**src/hw/pcsc_consts.vh**
```
// Constants for the program counter and stack control block
`ifndef PCSC_CONSTS_VH
`define PCSC_CONSTS_VH
`define PCSC_PC_W 16
`define PCSC_SP_W 8
`define PCSC_BYTE_W 8
`define PCSC_RESET_PC 16'h0000
`define PCSC_RESET_SP 8'h07
`define PCSC_SP_FULL 8'hff
`define PCSC_ONE_PC 16'h0001
`define PCSC_ONE_SP 8'h01
`define PCSC_ST_RUN 3'h0
`define PCSC_ST_PUSH_HI 3'h1
`define PCSC_ST_POP_LO 3'h2
`define PCSC_ST_POP_WAIT 3'h3
`define PCSC_ST_BUBBLE 3'h4
`endif

```
**src/hw/pcsc_top.v**
```verilog
// Program counter and return stack sequencing
// Summary of operation
// - The program counter steps by one after each executed instruction.
// - Jumps, calls, interrupts and reset load a target address directly.
// - A taken skip discards the prefetched instruction with one bubble.
// - Return addresses live in the 256-byte data RAM, up to 124 levels.
// - The stack pointer is internal and not visible to software.
// - Calls push the program counter plus one; interrupt acknowledges push the current program counter.
// - Both return instructions reload the program counter from the stack.
// - Reset sets the stack pointer to 0x07.
// - A full stack holds off the interrupt acknowledge, request kept.
// - After a return leaves the full state the held interrupt is served.
// - Calls are never blocked by a full stack and may overflow.
// - Reset starts execution at address 0000H.
// - Fetch overlaps execute; branches and calls take extra cycles.
`timescale 1ns/1ns
`default_nettype none
`include "pcsc_consts.vh"
module pcsc_top #(
   parameter PC_W = `PCSC_PC_W,
   parameter SP_W = `PCSC_SP_W
) (
   input wire clk,
   input wire rst_n,
   input wire instr_done,
   input wire jump_req,
   input wire [PC_W-1:0] jump_target,
   input wire call_req,
   input wire [PC_W-1:0] call_target,
   input wire skip_taken,
   input wire routine_exit_instr,
   input wire irq_routine_exit_instr,
   input wire irq_pending,
   input wire [PC_W-1:0] irq_vector,
   output reg irq_ack,
   output wire [PC_W-1:0] pc,
   output wire fetch_valid,
   output wire busy,
   output wire stack_full,
   output wire ram_we,
   output wire ram_re,
   output wire [SP_W-1:0] ram_addr,
   output wire [7:0] ram_wdata,
   input wire [7:0] ram_rdata
);
   // ***************************************
   // Reset release
   // ***************************************
   reg rst_s1_ff;
   reg rst_s2_ff;
   always @(posedge clk or negedge rst_n) begin
      if (!rst_n) begin
         rst_s1_ff <= 1'b0;
         rst_s2_ff <= 1'b0;
      end else begin
         rst_s1_ff <= 1'b1;
         rst_s2_ff <= rst_s1_ff;
      end
   end
   wire srst_n = rst_s2_ff;
   // ***************************************
   // State codes
   // ***************************************
   localparam [2:0] ST_RUN = `PCSC_ST_RUN;
   localparam [2:0] ST_PUSH_HI = `PCSC_ST_PUSH_HI;
   localparam [2:0] ST_POP_LO = `PCSC_ST_POP_LO;
   localparam [2:0] ST_POP_WAIT = `PCSC_ST_POP_WAIT;
   localparam [2:0] ST_BUBBLE = `PCSC_ST_BUBBLE;
   // ***************************************
   // State and registers
   // ***************************************
   reg [2:0] state_ff;
   reg [2:0] nxt_state;
   reg [PC_W-1:0] pc_ff;
   reg [PC_W-1:0] nxt_pc;
   reg [PC_W-1:0] ret_ff;
   reg [PC_W-1:0] nxt_ret;
   reg [7:0] pop_hi_ff;
   reg [7:0] nxt_pop_hi;
   reg sp_inc;
   reg sp_dec;
   reg we;
   reg re;
   reg [7:0] wdata;
   reg [SP_W-1:0] addr;
   wire [SP_W-1:0] sp;
   wire full;
   pcsc_stack_ptr #(
      .SP_W(SP_W)
   ) u_sp (
      .clk(clk),
      .rst_n(srst_n),
      .inc(sp_inc),
      .dec(sp_dec),
      .sp(sp),
      .full(full)
   );
   function [SP_W-1:0] sp_plus;
      input [SP_W-1:0] v;
      begin
         sp_plus = v + `PCSC_ONE_SP;
      end
   endfunction
   function [PC_W-1:0] pc_plus;
      input [PC_W-1:0] v;
      begin
         pc_plus = v + `PCSC_ONE_PC;
      end
   endfunction
   function [7:0] lo_byte;
      input [PC_W-1:0] v;
      begin
         lo_byte = v[`PCSC_BYTE_W-1:0];
      end
   endfunction
   function [7:0] hi_byte;
      input [PC_W-1:0] v;
      begin
         hi_byte = v[PC_W-1:`PCSC_BYTE_W];
      end
   endfunction
   wire is_return = routine_exit_instr | irq_routine_exit_instr;
   wire in_run = (state_ff == ST_RUN);
   // ***************************************
   // Sequencing
   // ***************************************
   always @* begin
      nxt_state = state_ff;
      nxt_pc = pc_ff;
      nxt_ret = ret_ff;
      nxt_pop_hi = pop_hi_ff;
      sp_inc = 1'b0;
      sp_dec = 1'b0;
      we = 1'b0;
      re = 1'b0;
      wdata = 8'h00;
      addr = sp;
      irq_ack = 1'b0;
      case (state_ff)
         ST_RUN: begin
            if (!srst_n) begin
               nxt_state = ST_RUN;
            end else if (irq_pending && !full) begin
               irq_ack = 1'b1;
               nxt_ret = pc_ff;
               nxt_pc = irq_vector;
               we = 1'b1;
               addr = sp_plus(sp);
               wdata = lo_byte(pc_ff);
               sp_inc = 1'b1;
               nxt_state = ST_PUSH_HI;
            end else if (instr_done && call_req) begin
               nxt_ret = pc_plus(pc_ff);
               nxt_pc = call_target;
               we = 1'b1;
               addr = sp_plus(sp);
               wdata = lo_byte(nxt_ret);
               sp_inc = 1'b1;
               nxt_state = ST_PUSH_HI;
            end else if (instr_done && is_return) begin
               re = 1'b1;
               addr = sp;
               sp_dec = 1'b1;
               nxt_state = ST_POP_LO;
            end else if (instr_done && jump_req) begin
               nxt_pc = jump_target;
               nxt_state = ST_BUBBLE;
            end else if (instr_done && skip_taken) begin
               nxt_pc = pc_plus(pc_plus(pc_ff));
               nxt_state = ST_BUBBLE;
            end else if (instr_done) begin
               nxt_pc = pc_plus(pc_ff);
            end
         end
         ST_PUSH_HI: begin
            we = 1'b1;
            addr = sp_plus(sp);
            wdata = hi_byte(ret_ff);
            sp_inc = 1'b1;
            nxt_state = ST_BUBBLE;
         end
         ST_POP_LO: begin
            nxt_pop_hi = ram_rdata;
            re = 1'b1;
            addr = sp;
            sp_dec = 1'b1;
            nxt_state = ST_POP_WAIT;
         end
         ST_POP_WAIT: begin
            nxt_pc = {pop_hi_ff, ram_rdata};
            nxt_state = ST_BUBBLE;
         end
         ST_BUBBLE: begin
            nxt_state = ST_RUN;
         end
         default: begin
            nxt_state = ST_RUN;
         end
      endcase
   end
   always @(posedge clk or negedge srst_n) begin
      if (!srst_n) begin
         state_ff <= ST_RUN;
         pc_ff <= `PCSC_RESET_PC;
         ret_ff <= `PCSC_RESET_PC;
         pop_hi_ff <= 8'h00;
      end else begin
         state_ff <= nxt_state;
         pc_ff <= nxt_pc;
         ret_ff <= nxt_ret;
         pop_hi_ff <= nxt_pop_hi;
      end
   end
   assign pc = pc_ff;
   assign fetch_valid = in_run & srst_n;
   assign busy = ~in_run;
   assign stack_full = full;
   assign ram_we = we;
   assign ram_re = re;
   assign ram_addr = addr;
   assign ram_wdata = wdata;
endmodule // pcsc_top
`default_nettype wire

```
**src/hw/pcsc_stack_ptr.v**
```verilog
// Hidden stack pointer with full flag
`timescale 1ns/1ns
`default_nettype none
`include "pcsc_consts.vh"
module pcsc_stack_ptr #(
   parameter SP_W = `PCSC_SP_W
) (
   input wire clk,
   input wire rst_n,
   input wire inc,
   input wire dec,
   output wire [SP_W-1:0] sp,
   output wire full
);
   reg [SP_W-1:0] stack_pointer_ff;
   reg [SP_W-1:0] nxt_stack_pointer;
   always @* begin
      nxt_stack_pointer = stack_pointer_ff;
      if (inc) begin
         nxt_stack_pointer = stack_pointer_ff + `PCSC_ONE_SP;
      end else if (dec) begin
         nxt_stack_pointer = stack_pointer_ff - `PCSC_ONE_SP;
      end
   end
   always @(posedge clk or negedge rst_n) begin
      if (!rst_n) begin
         stack_pointer_ff <= `PCSC_RESET_SP;
      end else begin
         stack_pointer_ff <= nxt_stack_pointer;
      end
   end
   assign sp = stack_pointer_ff;
   assign full = (stack_pointer_ff == `PCSC_SP_FULL);
endmodule // pcsc_stack_ptr
`default_nettype wire

```
**config.mk**
```make
export PLATFORM = sky130hd
export DESIGN_NAME = pcsc_top
export DESIGN_NICKNAME = d
export VERILOG_FILES = /design/src/hw/pcsc_top.v /design/src/hw/pcsc_stack_ptr.v
export VERILOG_INCLUDE_DIRS = /design/src /design/src/hw
export SDC_FILE = /design/constraint.sdc
export NUM_CORES = 1
export LEC_CHECK = 0
export BUFFER_PORTS_ARGS = -buffer_cell sky130_fd_sc_hd__buf_2
export CAP_MARGIN = 20
export CORE_ASPECT_RATIO = 0.7
export CORE_UTILIZATION = 50
export CTS_CLUSTER_DIAMETER = 30
export DETAILED_ROUTE_END_ITERATION = 6
export GPL_ROUTABILITY_DRIVEN = 0
export PLACE_DENSITY = 0.81
export SLEW_MARGIN = 20
export SYNTH_ARGS = -nofsm -noshare
export SYNTH_HDL_FRONTEND = slang
export SYNTH_SLANG_ARGS = --single-unit
```
**constraint.sdc**
```tcl
create_clock -name clk -period 4.7 [get_ports clk]
set_clock_uncertainty 0.05 [all_clocks]
set_input_delay 0.94 -clock clk [delete_from_list [all_inputs] [get_ports clk]]
set_output_delay 0.94 -clock clk [all_outputs]
set_load 0.01 [all_outputs]
```
# Yosys cells after proc, flatten, opt, wreduce, memory -nomap -nowiden
# Cells that the tools add are included.
# Widths: inputs -> output; s select.
# word_totals
out_inout_bits,38
register_bits,53
# classes
eq_ne,8
n_mux,39
n_bitwise,3
addsub,4
reduce_logical,13
# ops
op,n
$mux 16,9
$mux 8,8
$add 16x1->16 const B,2
$pmux 16 s2,1
$pmux 8 s2,2
$mux 3,6
$mux 1,10
$pmux 3 s3,1
$add 8x1->8 const B,1
$eq 8x8->1 const B,1
$sub 8x1->8 const B,1
$ne 7x2->1 const B,1
$eq 3x2->1 const B,2
$ne 6x2->1 const B,1
$reduce_bool 2->1,3
$logic_and 1x1->1,5
$ne 4x4->1 const B,1
$pmux 1 s2,2
$reduce_and 4->1,1
$eq 3x1->1 const B,1
$logic_not 3->1,1
$reduce_and 3->1,1
$ne 2x2->1 const B,1
$reduce_or 2->1,1
other kinds (4),4

# Longest topological paths before layout
# logic_depth
ltp_word,9
ltp_mapped,10
depth_no_buf,9

# Cells and area by module
# A second synthesis with hierarchy kept.
# unflattened
cells_unflattened,474
hier_area_um2,3837.4
# modules_own_cells
mod,area_per_inst_um2,n_inst,seq_area_each_um2,cells_each
pcsc_top,3253.1,1,925.9,414
pcsc_stack_ptr,584.3,1,203.9,60

# Worst setup path after synthesis
# No wires, ideal clock.
# synth_timing
kind,register -> output
from,reg rst_s2_ff
to,out ram_addr[4]
setup_slack_ps,984
path_stages_with_launch,8
arrival_ps,2726
required_ps,3710
path_cell_list,dfrtp_1 -> nand3b_1 -> inv_1 -> o21ai_4 -> nand2b_2 -> clkbuf_1 -> nand4_1 -> xnor2_1
# synth_via
elab_chain_len,2
# synth_rtl
item,line_no,text
start: declaration,pcsc_top.v:50,reg rst_s2_ff;
start signal: assignment,pcsc_top.v:57,rst_s2_ff <= rst_s1_ff;
$mux 8,pcsc_top.v:141,if (!srst_n) begin
$pmux 8 s2,pcsc_top.v:139,case (state_ff)
end: declaration,pcsc_top.v:42,"output wire [SP_W-1:0] ram_addr,"
# No other way between the ends.

# Final worst setup path
# layout_timing
from,reg u_sp.stack_pointer_ff[0] (netlist: u_sp.sp[0])
to,out ram_addr[7]
# layout_via
elab_chain_len,6
word_cells_on_any_way,8
cone_classes,1 x add/sub; 1 x eq/ne; 4 x mux; 2 x reduce/logical
# layout_rtl
item,line_no,text
start: declaration,pcsc_stack_ptr.v:15,reg [SP_W-1:0] stack_pointer_ff;
start signal: assignment,pcsc_stack_ptr.v:27,stack_pointer_ff <= `PCSC_RESET_SP;
start signal: assignment,pcsc_stack_ptr.v:29,stack_pointer_ff <= nxt_stack_pointer;
"parallel branches: the longest is 5 deep, another holds $add 8x1->8",--,
$pmux 8 s2 *,pcsc_top.v:139,
# Every way passes the cells marked *.

==> qor.csv <==
stage;metric;value;unit
floorplan;Core Region;0.00694;mm²
critical_path;R2R Setup Slk;1.44;ns
job;max-cap violation count;0;
global_route;antenna violations before repair;0;
synthesis;number of synthesized flops with an enable pin;0;
critical_path;Crit path top cell by count;nand4_1;
synthesis;XOR/XNOR Fraction of Synth Area;9.99;%
final_layout;fraction of final layout cells sized beyond drive strength 1;25.8;%
worst_hold_path;hold crit path type;reg2reg;
sta;Worst Max-Slew Pin Slew;0.734;ns
clock_tree;Post CTS Setup Buffer Count;0;
critical_path;Max Fanout on Critical Path;25;
sta;Max Slew Vio Count;0;
synthesis;Distinct cells, synth;65;
final_layout;Final #Nets;614;
critical_path;worst path cell trace;ha_1, nand4_1, o21a_2, o21ai_4, nand2b_2, nand4_1, nor2_1, xor2_1, buf_2;
floorplan;die width;105;µm
drt;Avg WL per Cell;18.3;µm
power;combinational share of power;52.1;%
synthesis;simple-gate share of the synthesized area;24.6;%
final_layout;ant diodes;0;
synthesis;fraction of registers with async set/reset;100;%
power;Pwr Density;554;mW/mm²
synthesis;top cells by instance count after synthesis;52 x nand2_1, 42 x dfrtp_1, 42 x nor2_1;
sta;RSZ-0062 raised after global routing;false;
final_layout;fill count;668;
drt;routed vias;3964;
sta;min Tclk post-route;3.89;ns
synthesis;adder-cell share of the synthesized area;1.36;%
clock_tree;clock root cell;clkbuf_8;
power;internal power;1.22;mW
worst_hold_path;WHS Endpoint;rst_s2_ff$_DFF_PN0_;
floorplan;IO Count;103;
power;switching power;1.15;mW
global_route;GRT Total Usage;32.1;%
synthesis;top-count cell post-synth;nand2_1;
clock_tree;clock transition at the registers of the reported paths;0.09;ns
synthesis;largest area contributor in the netlist;dfrtp_1;
critical_path;Critical Path Start Type;register;
synthesis;Seq/Total Area, Yosys;30.7;%
sta;Rel. slew slack;50.7;%
critical_path;Slowest Stage Delay on Critical Path;0.59;ns
final_layout;fin cells;640;
clock_tree;Resize count post-CTS;0;
sta;Hold Fails Final Rpt;0;
drt;routed wire length;11.7;mm
clock_tree;H-tree levels;2;
sta;Fin Setup TNS;0;ns
drt;# DRC;0;
sta;Fmax;0.257;GHz
synthesis;Synth Flop Type;dfrtp_1;
worst_hold_path;Hold Startpoint;rst_s1_ff$_DFF_PN0_;
place;port buffer count;102;
sta;final hold slack;0.305;ns
drt;Avg Vias per Cell;6.19;
outcome;status;complete, no violations;
critical_path;RR Startpoint;u_sp.sp[0]$_DFFE_PN1P_;
drt;TritonRoute pass-1 iters;5;
final_layout;area grow syn2layout;16.5;%
drt;Initial DRC Count;364;
global_route;first-pass GRT wire length;19.3;mm
place;hpwl dp;8.79;mm
clock_tree;Clock Tree Buf Depth;2;
synthesis;Mapped Area;0.00368;mm²
clock_tree;Clock Latency Late Sink;0.31;ns
critical_path;Reg-to-Reg End;pc[0]$_DFFE_PN0P_;
floorplan;Site Rows;25;
sta;Setup Viol. Count Final;0;
global_route;number of global-route vias before repair;3747;
global_route;pin count of the biggest net entering global routing;45;
synthesis;mean post-synth cell area;7.92;µm²
critical_path;Crit Path Class;reg2out;
global_route;grt ovf;0;
drt;ANT nets after route;0;
synthesis;Ys Warns;0;
clock_tree;cts hold-fix bufs;0;
power;Switching Share;48.5;%
clock_tree;clk sinks;45;
critical_path;Worst Setup End Kind;output pin;
synthesis;Compound-Gate Fraction of Synth Area;24.4;%
power;sequential power share;37.7;%
critical_path;Req. time, crit path;3.71;ns
synthesis;largest family of logic cells by synthesized area;simple AND/OR/NAND/NOR gates;
synthesis;Yosys reg bits;45;
worst_hold_path;hold path depth;0;
floorplan;Die Ht;73.8;µm
synthesis;Post-Syn Instances;465;
power;Static Leak;1.90;nW
synthesis;top cells by area, synth;dfrtp_1 29%, xnor2_1 5.5%, o21ai_0 5.3%;
floorplan;die area;0.00772;mm²
critical_path;slowest cell on the critical path;dfstp_2;
synthesis;mux share of post-synthesis cell area;3.29;%
floorplan;Starting Density;53.0;%
place;placed cells;632;
clock_tree;CTS tree;done;
critical_path;critical path arrival;2.90;ns
power;clock network fraction of total power;10.2;%
power;worst vdd ir;0.223;mV
clock_tree;Num CTS Buffers;5;
sta;final period utilization;82.7;%
critical_path;Bufs and invs on worst path;1;
synthesis;Synth top area share;28.5;%
synthesis;syn_nets;534;
critical_path;reg2reg path depth;8;
critical_path;CP delay by family, top;simple AND/OR/NAND/NOR gates;
## layout by cell type (no fill, tap or decap), types with 5 or more instances in the layout
cell type	count
o31ai_1	8
or3_1	5
nand4_1	14
o211ai_1	5
buf_4	8
mux2_2	9
nor2_1	42
clkbuf_8	5
nand2b_1	5
buf_2	102
dfrtp_1	41
nor2b_1	8
o21ai_0	38
nand2_1	52
a21oi_1	26
and2_1	5
a41oi_1	5
a211oi_1	5
inv_1	11
xnor2_1	23
xor2_1	19
and3_1	7
nand3_1	15
nor3_1	9
## sequential cells by signal, summed over array words and instances, names as in the netlist
signal	count
pc	16
pop_hi_ff	8
ret_ff	8
rst_s1_ff	1
rst_s2_ff	1
state_ff	3
u_sp.sp	8
## per-layer routing
| layer | global-route usage [%] | wire length, µm | vias to the layer above |
|---|---|---|---|
| met5 | 0 | 0 | - |
| met4 | 9.08 | 228 | 0 |
| met3 | 6.74 | 1460 | 24 |
| met2 | 49.3 | 4970 | 275 |
| met1 | 45.8 | 5050 | 1825 |
| li1 | - | - | 1840 |
## cell families after synthesis
logic type	count (synthesis)
and+or+nand+nor	182
DFF	45
muxes	11
AOI/OAI and AO/OA	132
other	1
xor gates and xnor gates	42
buffers and inverters	48
adders and majority gates	4
## worst register-to-register path, cell delays in order, from the launching register on
cell      delay, ns
dfstp_2        0.59
ha_1           0.23
nand4_1        0.16
o21ai_1        0.62
buf_4          0.35
a2111o_1       0.19
a21o_1         0.56
a41oi_1        0.10
mux2_2         0.30
## layout make-up
| cell class | instances | area (µm²) | share of cell area (%) |
|---|---|---|---|
| Multi-Input combinational cell | 372 | 2350 | 54.7 |
| Sequential cell | 45 | 1130 | 26.4 |
| Timing Repair Buffer | 110 | 571 | 13.3 |
| Tap cell | 94 | 118 | 2.74 |
| Clock buffer | 7 | 76.3 | 1.78 |
| Inverter | 11 | 41.3 | 0.962 |
| Clock inverter | 1 | 7.51 | 0.175 |
## per-stage QoR
step	cell area (µm²)	power [mW]	utilization, %	worst slack (ns)
global route	4290	2.56	61.8	0.619
finish	4290	2.38	61.8	0.811
detailed placement	4210	2.10	60.6	0.887
CTS	4290	2.35	61.8	0.824
global placement	4210	2.06	60.6	0.945
floorplan	3680	1.70	-	0.984
## worst max path at each step
stage                                      start          end  cells past startpoint
final                     u_sp.sp[0]$_DFFE_PN1P_  ram_addr[7]                      9
after floorplan              rst_s2_ff$_DFF_PN0_  ram_addr[4]                      7
after global routing      u_sp.sp[0]$_DFFE_PN1P_  ram_addr[7]                      9
after global placement                instr_done  ram_addr[7]                      9
after CTS                 u_sp.sp[0]$_DFFE_PN1P_  ram_addr[7]                      9
after detailed placement              instr_done  ram_addr[7]                      9
## power groups by stage
stage / registers, mW / logic, mW / clock network (mW)
after floorplan: 0.737 / 0.966 / 0
after global placement: 0.867 / 1.19 / 0
after detailed placement: 0.881 / 1.22 / 0
after CTS: 0.875 / 1.23 / 0.245
after global routing: 0.921 / 1.38 / 0.262
final: 0.896 / 1.24 / 0.242
No activity file was read; power rests on OpenSTA's default activity.
